$ cat src/design/cam_capture_pkg.sv
package cam_capture_pkg;
    // ****************************************
    // Register map (byte offsets, 32-bit words)
    // ****************************************
    localparam int ADDR_W = 4;
    localparam logic [ADDR_W-1:0] CFG_OFS = 4'h0;
    localparam logic [ADDR_W-1:0] STAT_OFS = 4'h4;
    localparam logic [ADDR_W-1:0] FCNT_OFS = 4'h8;
    localparam logic [ADDR_W-1:0] LCNT_OFS = 4'hc;
    localparam logic [31:0] CFG_RST = 32'h0000_0000;
    // Config fields
    localparam int CFG_MODE_LSB = 0;
    localparam int CFG_VS_FALL = 2;
    localparam int CFG_HS_LOW = 3;
    localparam int CFG_PCLK_POL = 4;
    localparam int CFG_EN = 5;
    // Status fields
    localparam int ST_IN_FRAME = 0;
    localparam int ST_IN_LINE = 1;
    localparam int ST_OVERFLOW = 2;
    localparam int ST_VBLANK = 3;
    // ****************************************
    // Timing modes and embedded codes
    // ****************************************
    localparam logic [1:0] MODE_EMBEDDED = 2'h0;
    localparam logic [1:0] MODE_GATED = 2'h1;
    localparam logic [1:0] MODE_NONGATED = 2'h2;
    localparam logic [7:0] CODE_FF = 8'hff;
    localparam logic [7:0] CODE_00 = 8'h00;
    localparam int XY_V = 5;
    localparam int XY_H = 4;
    localparam int CODE_DELAY = 3;
    typedef enum logic [1:0] {HUNT, GOT_FF, GOT_00, GOT_00_00} code_state_t;
    // ****************************************
    // Pixel clock range and sampling budget
    // ****************************************
    localparam int PCLK_MIN_KHZ = 10;
    localparam int PCLK_MAX_KHZ = 133000;
    localparam int REF_CLK_KHZ = 125000;
    // Each pixel clock phase must last this many ref_clk cycles to be seen
    localparam int PCLK_MIN_PHASE_CYC = 2;
    localparam int PCLK_MAX_SAMPLED_KHZ = REF_CLK_KHZ / (2 * PCLK_MIN_PHASE_CYC);
endpackage

$ cat src/design/camera_sensor_capture_port.sv
// The address-and-strobe port and the address map were left to the implementer.
module camera_sensor_capture_port
#(
    parameter int DATA_W = 8
) (
    input wire logic ref_clk,
    input wire logic rst_n,
    input wire logic clk_en,
    input wire logic pixel_clock_in,
    input wire logic frame_sync_in,
    input wire logic line_sync_in,
    input wire logic [DATA_W-1:0] pixel_data_in,
    input wire logic [cam_capture_pkg::ADDR_W-1:0] reg_addr,
    input wire logic [31:0] reg_wdata,
    input wire logic reg_wr,
    input wire logic reg_rd,
    output logic [31:0] reg_rdata,
    output logic pix_valid,
    input wire logic pix_ready,
    output logic [DATA_W-1:0] pix_data,
    output logic pix_frame_start,
    output logic frame_sync_int,
    output logic line_sync_int
);
    import cam_capture_pkg::*;
    // ****************************************
    // Configuration register
    // ****************************************
    logic [31:0] sensor_config_reg_q;
    logic [1:0] mode;
    logic vs_fall;
    logic hs_low;
    logic pixel_clock_polarity;
    logic enable;
    logic emb;
    logic gated;
    logic nongated;
    assign mode = sensor_config_reg_q[CFG_MODE_LSB +: 2];
    assign vs_fall = sensor_config_reg_q[CFG_VS_FALL];
    assign hs_low = sensor_config_reg_q[CFG_HS_LOW];
    assign pixel_clock_polarity = sensor_config_reg_q[CFG_PCLK_POL];
    assign enable = sensor_config_reg_q[CFG_EN];
    assign emb = (mode == MODE_EMBEDDED);
    assign gated = (mode == MODE_GATED);
    assign nongated = (mode == MODE_NONGATED);
    always_ff @(posedge ref_clk or negedge rst_n) begin
        if (!rst_n) begin
            sensor_config_reg_q <= CFG_RST;
        end else if (clk_en && reg_wr && reg_addr == CFG_OFS) begin
            sensor_config_reg_q <= {26'h0, reg_wdata[5:0]};
        end
    end

    // ****************************************
    // Pin synchronisers
    // ****************************************
    // Pixel clock is oversampled; it must stay below PCLK_MAX_SAMPLED_KHZ
    // here, a rate limit of this sampling scheme, not of the sensor.
    logic pclk_s1_q, pclk_s2_q, pclk_s3_q;
    logic vs_s1_q, vs_s2_q, vs_s3_q;
    logic hs_s1_q, hs_s2_q;
    logic [DATA_W-1:0] dat_s1_q, dat_s2_q;
    always_ff @(posedge ref_clk or negedge rst_n) begin
        if (!rst_n) begin
            pclk_s1_q <= 1'b0;
            pclk_s2_q <= 1'b0;
            pclk_s3_q <= 1'b0;
            vs_s1_q <= 1'b0;
            vs_s2_q <= 1'b0;
            vs_s3_q <= 1'b0;
            hs_s1_q <= 1'b0;
            hs_s2_q <= 1'b0;
            dat_s1_q <= '0;
            dat_s2_q <= '0;
        end else if (clk_en) begin
            pclk_s1_q <= pixel_clock_in;
            pclk_s2_q <= pclk_s1_q;
            pclk_s3_q <= pclk_s2_q;
            vs_s1_q <= frame_sync_in;
            vs_s2_q <= vs_s1_q;
            vs_s3_q <= vs_s2_q;
            hs_s1_q <= line_sync_in;
            hs_s2_q <= hs_s1_q;
            dat_s1_q <= pixel_data_in;
            dat_s2_q <= dat_s1_q;
        end
    end

    logic pclk_edge;
    logic vs_edge;
    logic hs_act;
    logic [7:0] byte_in;
    // Data is synchronised beside the clock, so dat_s2_q is the word
    // present at the detected edge.
    assign pclk_edge = pixel_clock_polarity ? (pclk_s3_q && !pclk_s2_q)
                                            : (!pclk_s3_q && pclk_s2_q);
    assign vs_edge = vs_fall ? (vs_s3_q && !vs_s2_q) : (!vs_s3_q && vs_s2_q);
    assign hs_act = hs_s2_q ^ hs_low;
    assign byte_in = dat_s2_q[DATA_W-1 -: 8];
    // ****************************************
    // Embedded timing code decoder
    // ****************************************
    code_state_t code_q;
    logic code_hit;
    logic emb_edge;
    logic emb_line_q;
    logic emb_vblank_q;
    logic [DATA_W-1:0] hist_q [CODE_DELAY];
    logic [CODE_DELAY-1:0] tag_q;
    logic sav_frame;
    assign emb_edge = emb && enable && pclk_edge;
    assign code_hit = emb_edge && (code_q == GOT_00_00);
    assign sav_frame = code_hit && !byte_in[XY_H] && !byte_in[XY_V] && emb_vblank_q;
    always_ff @(posedge ref_clk or negedge rst_n) begin
        if (!rst_n) begin
            code_q <= HUNT;
        end else if (clk_en && emb_edge) begin
            case (code_q)
                HUNT: code_q <= (byte_in == CODE_FF) ? GOT_FF : HUNT;
                GOT_FF: code_q <= (byte_in == CODE_00) ? GOT_00 :
                                  ((byte_in == CODE_FF) ? GOT_FF : HUNT);
                GOT_00: code_q <= (byte_in == CODE_00) ? GOT_00_00 :
                                  ((byte_in == CODE_FF) ? GOT_FF : HUNT);
                GOT_00_00: code_q <= HUNT;
                default: code_q <= HUNT;
            endcase
        end
    end
    // SAV outside vertical blanking opens a line, EAV closes it; V tracks vertical blanking
    always_ff @(posedge ref_clk or negedge rst_n) begin
        if (!rst_n) begin
            emb_line_q <= 1'b0;
            emb_vblank_q <= 1'b1;
        end else if (clk_en && code_hit) begin
            emb_line_q <= !byte_in[XY_H] && !byte_in[XY_V];
            emb_vblank_q <= byte_in[XY_V];
        end
    end
    // Three-word delay so the code preamble can be withdrawn once the
    // fourth word proves it was a code; costs three pixels of latency.
    always_ff @(posedge ref_clk or negedge rst_n) begin
        if (!rst_n) begin
            tag_q <= '0;
            for (int i = 0; i < CODE_DELAY; i++) begin
                hist_q[i] <= '0;
            end
        end else if (clk_en && emb_edge) begin
            hist_q[0] <= dat_s2_q;
            for (int i = 1; i < CODE_DELAY; i++) begin
                hist_q[i] <= hist_q[i-1];
            end
            tag_q <= code_hit ? '0 : {tag_q[CODE_DELAY-2:0], emb_line_q};
        end
    end

    // ****************************************
    // Capture selection for all modes
    // ****************************************
    logic ext_frame;
    logic push;
    logic [DATA_W-1:0] push_data;
    logic frame_pend_q;
    logic in_ready;
    assign ext_frame = !emb && enable && vs_edge;
    always_comb begin
        push = 1'b0;
        push_data = dat_s2_q;
        if (enable) begin
            case (mode)
                MODE_EMBEDDED: begin
                    push = emb_edge && !code_hit && tag_q[CODE_DELAY-1];
                    push_data = hist_q[CODE_DELAY-1];
                end
                MODE_GATED: push = pclk_edge && hs_act;
                MODE_NONGATED: push = pclk_edge;
                default: push = 1'b0;
            endcase
        end
    end
    // First word after a frame start carries the frame-start mark
    always_ff @(posedge ref_clk or negedge rst_n) begin
        if (!rst_n) begin
            frame_pend_q <= 1'b0;
        end else if (clk_en) begin
            if (ext_frame || sav_frame) begin
                frame_pend_q <= 1'b1;
            end else if (push && in_ready) begin
                frame_pend_q <= 1'b0;
            end
        end
    end

    // ****************************************
    // Regenerated syncs and counters
    // ****************************************
    logic line_next;
    logic in_frame_q;
    logic overflow_q;
    logic [31:0] frame_cnt_q;
    logic [31:0] line_cnt_q;
    always_comb begin
        case (mode)
            MODE_EMBEDDED: line_next = emb_line_q;
            MODE_GATED: line_next = hs_act;
            default: line_next = 1'b0;
        endcase
        line_next = line_next && enable;
    end

    always_ff @(posedge ref_clk or negedge rst_n) begin
        if (!rst_n) begin
            frame_sync_int <= 1'b0;
            line_sync_int <= 1'b0;
            in_frame_q <= 1'b0;
        end else if (clk_en) begin
            frame_sync_int <= ext_frame || sav_frame;
            line_sync_int <= line_next;
            if (ext_frame || sav_frame) begin
                in_frame_q <= 1'b1;
            end else if (!enable || (emb && code_hit && byte_in[XY_V])) begin
                in_frame_q <= 1'b0;
            end
        end
    end

    always_ff @(posedge ref_clk or negedge rst_n) begin
        if (!rst_n) begin
            frame_cnt_q <= '0;
            line_cnt_q <= '0;
        end else if (clk_en) begin
            if (ext_frame || sav_frame) begin
                frame_cnt_q <= frame_cnt_q + 32'h1;
                line_cnt_q <= '0;
            end else if (line_next && !line_sync_int) begin
                line_cnt_q <= line_cnt_q + 32'h1;
            end
        end
    end
    // Sensor cannot be stalled: a word refused by a full buffer is lost
    // and recorded; a new loss wins over a clear in the same cycle.
    always_ff @(posedge ref_clk or negedge rst_n) begin
        if (!rst_n) begin
            overflow_q <= 1'b0;
        end else if (clk_en) begin
            if (push && !in_ready) begin
                overflow_q <= 1'b1;
            end else if (reg_wr && reg_addr == STAT_OFS && reg_wdata[ST_OVERFLOW]) begin
                overflow_q <= 1'b0;
            end
        end
    end

    // ****************************************
    // Register read port
    // ****************************************
    always_ff @(posedge ref_clk or negedge rst_n) begin
        if (!rst_n) begin
            reg_rdata <= '0;
        end else if (clk_en) begin
            reg_rdata <= '0;
            if (reg_rd) begin
                case (reg_addr)
                    CFG_OFS: reg_rdata <= sensor_config_reg_q;
                    STAT_OFS: reg_rdata <= {28'h0, emb_vblank_q, overflow_q,
                                            line_sync_int, in_frame_q};
                    FCNT_OFS: reg_rdata <= frame_cnt_q;
                    LCNT_OFS: reg_rdata <= line_cnt_q;
                    default: reg_rdata <= '0;
                endcase
            end
        end
    end

    // ****************************************
    // Input FIFO
    // ****************************************
    two_entry_buffer #(
        .W(DATA_W + 1)
    ) u_buf (
        .ref_clk(ref_clk),
        .rst_n(rst_n),
        .clk_en(clk_en),
        .in_valid(push),
        .in_ready(in_ready),
        .in_data({frame_pend_q || ext_frame || sav_frame, push_data}),
        .out_valid(pix_valid),
        .out_ready(pix_ready),
        .out_data({pix_frame_start, pix_data})
    );
endmodule // camera_sensor_capture_port

$ cat src/design/two_entry_buffer.sv
module two_entry_buffer #(
    parameter int W = 9
) (
    input wire logic ref_clk,
    input wire logic rst_n,
    input wire logic clk_en,
    input wire logic in_valid,
    output logic in_ready,
    input wire logic [W-1:0] in_data,
    output logic out_valid,
    input wire logic out_ready,
    output logic [W-1:0] out_data
);
    logic [W-1:0] slot1_q;
    logic [1:0] count_q;
    logic push;
    logic pop;

    assign in_ready = (count_q != 2'h2);
    assign out_valid = (count_q != 2'h0);
    assign push = in_valid && in_ready && clk_en;
    assign pop = out_valid && out_ready && clk_en;

    always_ff @(posedge ref_clk or negedge rst_n) begin
        if (!rst_n) begin
            count_q <= 2'h0;
        end else if (push && !pop) begin
            count_q <= count_q + 2'h1;
        end else if (pop && !push) begin
            count_q <= count_q - 2'h1;
        end
    end

    // Head word sits in out_data so the output is straight from a flop
    always_ff @(posedge ref_clk or negedge rst_n) begin
        if (!rst_n) begin
            out_data <= '0;
            slot1_q <= '0;
        end else begin
            if (pop && count_q == 2'h2) begin
                out_data <= slot1_q;
            end else if (push && (count_q == 2'h0 || (pop && count_q == 2'h1))) begin
                out_data <= in_data;
            end
            if (push && ((count_q == 2'h1 && !pop) || count_q == 2'h2)) begin
                slot1_q <= in_data;
            end
        end
    end
endmodule // two_entry_buffer

$ cat config.mk
export PLATFORM = sky130hd
export DESIGN_NAME = camera_sensor_capture_port
export DESIGN_NICKNAME = d
export VERILOG_FILES = /design/src/design/cam_capture_pkg.sv /design/src/design/camera_sensor_capture_port.sv /design/src/design/two_entry_buffer.sv
export SDC_FILE = /design/constraint.sdc
export NUM_CORES = 1
export LEC_CHECK = 0
export ABC_AREA = 1
export ABC_CLOCK_PERIOD_IN_PS = 2900
export BUFFER_PORTS_ARGS = -buffer_cell sky130_fd_sc_hd__clkbuf_2
export CAP_MARGIN = 20
export CORE_MARGIN = 3
export CORE_UTILIZATION = 51
export DETAILED_ROUTE_END_ITERATION = 8
export PLACE_DENSITY = 0.7
export REMOVE_ABC_BUFFERS = 1
export SETUP_SLACK_MARGIN = 0.15
export SYNTH_ARGS = -nofsm -noshare
export SYNTH_HDL_FRONTEND = slang
export SYNTH_SLANG_ARGS = --single-unit
$ cat constraint.sdc
create_clock -name ref_clk -period 2.9 [get_ports ref_clk]
set_input_delay 0.29 -clock ref_clk [delete_from_list [all_inputs] [get_ports ref_clk]]
set_output_delay 0.29 -clock ref_clk [all_outputs]
set_load 0.01 [all_outputs]
==> impl.org <==
** Status
- Result of the run :: finished, final reports clean

** Cells and area
- Total area of multi-input combinational cells :: 4360 µm²
- 0 antenna diodes ended up in the layout.
- Post-synthesis to final-layout area growth :: 12.2%
- Of the cells placed in the final design, the portion with a size suffix greater than 1 is 9.82%.
- Counting the fill cells in the layout gives 1722.
- Sequential cell area :: 4560 µm²
- At the end of the flow, the number of nets in the layout was 1441.

** Global route
- Entering global routing, the biggest net connects 73 pins.
- Across every metal layer, demand over resource in global routing totals 26.0%.
- Wire length of the first global-routing pass :: 42.3 mm
- Via count of the first global-routing pass :: 8092
- Summed over all layers, the global routing overflow is 0.
- The initial antenna violation count was 0.

** Floorplanning
- Height of the chip :: 144 µm
- I/O pin total :: 97
- Die Footprint :: 20600 µm²
- Core Footprint :: 18300 µm²
- In this run the core area contains 49 standard-cell rows.
- Initial core utilization :: 52.8%
- The floorplan step set the die width to 144 µm.

** Placed design
- Count of input and output buffers :: 70
- The congestion estimate from routability-driven global placement came to 0.948.
- HPWL after DPL :: 18.3 mm

** Synthesis
- Synth unique cells :: 35
- Most used flip-flop cell after synthesis :: dfrtp_1
- Number of warning messages in the yosys log :: 0
- Synthesis inferred 182 register bits.
- dfrtp_1 takes more of the synthesized area than any other cell.
- Average cell area after synthesis :: 7.29 µm²
- For this run, the register share of the synthesized area comes to 47.2%.
- Most used standard cells in the synthesized netlist :: 510 x nand2_1, 181 x dfrtp_1, 140 x nor2_1
- After synthesis, the cell types taking the most area are dfrtp_1 47%, nand2_1 20%, nor2_1 5.4%.
- After technology mapping, the gate count stands at 1323.
- In this run the biggest area consumer among cell types represents 47.0% of the synthesized area.
- Total standard cell area after synthesis :: 9640 µm²
- In the synthesized netlist the async set-or-reset flop fraction comes to 100%.
- Number of synthesized flops with an enable pin :: 0
- In the post-synthesis netlist, the cell with the most instances is nand2_1.

** Pwr
- Dividing total power by cell area gives a power density of 622 nW/µm².
- Maximum vdd ir drop :: 0.000433 V
- Overall power consumption after layout is estimated at 6.73 mW.
- Leak Pwr :: 5.28 nW

** STA
- For the pin with the worst max-slew slack, the measured transition is 0.837 ns.
- Clock Skew :: 0.0139 ns
- Shortest clock period the worst path allows after layout :: 2.13 ns
- The final max-slew violation count came to 0.
- Tightest slew margin relative to the limit :: 44.0%
- Across all hold checks on the routed design, the worst slack comes to 0.0386 ns.
- Adding up every negative setup slack in the final design gives 0 ns.
- Top achievable clock speed :: 0.470 GHz
- Setup repair after global routing left no endpoint under its margin.
- Setup violations remaining at the end of the flow were counted as 0.
- The count of endpoints failing hold in the final timing report came to 0.
- Of the available clock period, the critical path in the final layout requires 73.4%.

** Critical path
- Critical Path Start Type :: register
- Maximum fanout count along the critical path :: 37
- Class of the most critical setup path :: reg2reg
- The worst setup path is captured at a register.
- STA puts the critical path data required time at 3.24 ns.
- STA puts the critical path data arrival time at 2.47 ns.

** Route
- Number of detailed-routing iterations run before antenna repair :: 5
- The routed layout has 8669 vias.
- The count of nets left with antenna violations once routing finished came out at 0.
- DRC violations left :: 0
- Vias per Instance :: 5.34
- Detailed-route wire length per cell :: 15.7 µm
- 1st-iter DRT viols :: 622
- Summed over all layers, the routed wires come to 25.5 mm.

** Clock network
- The longest clock path from root to sink contains 2 buffers.
- Clock latency on the worst-skew pair, taken at its later pin, is 0.45 ns.
- CTS buffer count :: 17
- TritonCTS clock tree :: built
- Cell at the root of the clock tree :: clkbuf_16
- Once the clock tree was built, the setup fixing pass inserted 0 buffers.
- The tree built by TritonCTS fans out to 182 sinks.
- After clock tree synthesis, the clock-pin slew on the worst setup and hold paths is 0.09 ns.
- Number of levels the H-tree was split into :: 4

** Worst hold path
- The min-delay analysis places its worst path in the category in2reg.

** Job
- Max-cap violations in this run came to 0.
## critical path, cell delays in order (launching register included)
cell and delay [ns]:
dfrtp_1 0.43, nand2_2 0.14, nor2_1 0.05, nand2_1 0.06, nor2_1 0.04, nand2_1 0.08, nand2_2 0.08, nand2_4 0.27
clkinv_2 0.48, o21ai_0 0.36
## cell families (layout without fill, tap and decap cells)
group | after synthesis | in the layout | synth area share, %
buffers and inverters | 178 | 250 | 7.58
DFF | 182 | 182 | 47.2
and+or+nand+nor | 790 | 790 | 33.4
AOI/OAI and AO/OA | 148 | 148 | 9.30
adders and majority gates | 6 | 6 | 0.778
xor gates and xnor gates | 19 | 19 | 1.73
## area by class of cell
| cell class | count | area share, % |
|---|---|---|
| multi-input cells | 963 | 40.3 |
| clock buffers | 17 | 3.93 |
| clock inverters | 15 | 1.79 |
| inverters | 133 | 4.63 |
| flip-flops and latches | 182 | 42.1 |
| repair buffers | 85 | 4.61 |
| well taps | 229 | 2.65 |
## state kept, by name, summed over array words and instances, names as in the netlist, 2 cells and up
register             count
u_buf.out_data           9
reg_rdata               32
u_buf.slot1_q            9
code_q                   2
byte_in                  8
dat_s1_q                 8
hist_q                  24
tag_q                    3
u_buf.count_q            2
sensor_config_reg_q      6
line_cnt_q              32
frame_cnt_q             32
## worst paths after layout
check                                   end  cells past startpoint  slack [ns]        startpoint
min in group asynchronous    line_cnt_q[31]                      2        0.41             rst_n
min reg2reg                u_buf.slot1_q[5]                      2        0.47  u_buf.slot1_q[5]
max in group asynchronous   frame_cnt_q[24]                      3        1.73             rst_n
max                         frame_cnt_q[13]                      9        0.77         code_q[0]
max reg2reg                 frame_cnt_q[13]                      9        0.77         code_q[0]
min                             dat_s1_q[1]                      3        0.04  pixel_data_in[1]
## report_power, final
part	internal, mW	switching, mW
clock	1.19	1.22
combinational	0.358	0.792
sequential	2.91	0.256
## layer usage
layer / up-vias / global-route usage [%] / part of all wire [%]
met5: - / 0 / 0
met2: 247 / 42.0 / 47
li1: 4323 / - / -
met4: 0 / 9.61 / 2.9
met3: 39 / 3.56 / 4.6
met1: 4060 / 36.0 / 46
## placed cells by master (no fill, tap or decap), types with 2 or more instances in the layout
| master | count |
|---|---|
| nor3_1 | 12 |
| buf_12 | 2 |
| nor2_2 | 2 |
| clkbuf_2 | 69 |
| clkinv_8 | 4 |
| inv_12 | 3 |
| o21ai_1 | 2 |
| inv_8 | 4 |
| dfrtp_1 | 181 |
| nand3b_1 | 2 |
| nand2_2 | 5 |
| clkbuf_16 | 17 |
| nor2_1 | 140 |
| buf_4 | 12 |
| nand2_1 | 510 |
| a21oi_1 | 11 |
| a22o_1 | 26 |
| o21ai_0 | 77 |
| inv_1 | 126 |
| nand3_2 | 2 |
| ha_1 | 6 |
| inv_6 | 3 |
| o22ai_1 | 26 |
| xor2_1 | 18 |
| o2111ai_1 | 4 |
| nand4_1 | 19 |
| inv_2 | 5 |
| nand3_1 | 94 |
## what timing repair did
| action | in CTS | in global routing |
|---|---|---|
| hold endpoints to repair | 68 | 0 |
| hold buffers | 1 | 0 |
| resized for setup | 0 | 0 |
## stage by stage
step                instance area, µm²  util (%)  setup slack, ns  std cells
floorplan                         9410         -            0.734       1278
global placement                 10200      55.8            0.732       1591
detailed placement               10200      55.8            0.719       1591
CTS                              10800      59.2            0.780       1624
global route                     10800      59.2            0.520       1624
finish                           10800      59.2            0.772       1624
Note: power is estimated with default switching activity, not from simulation.
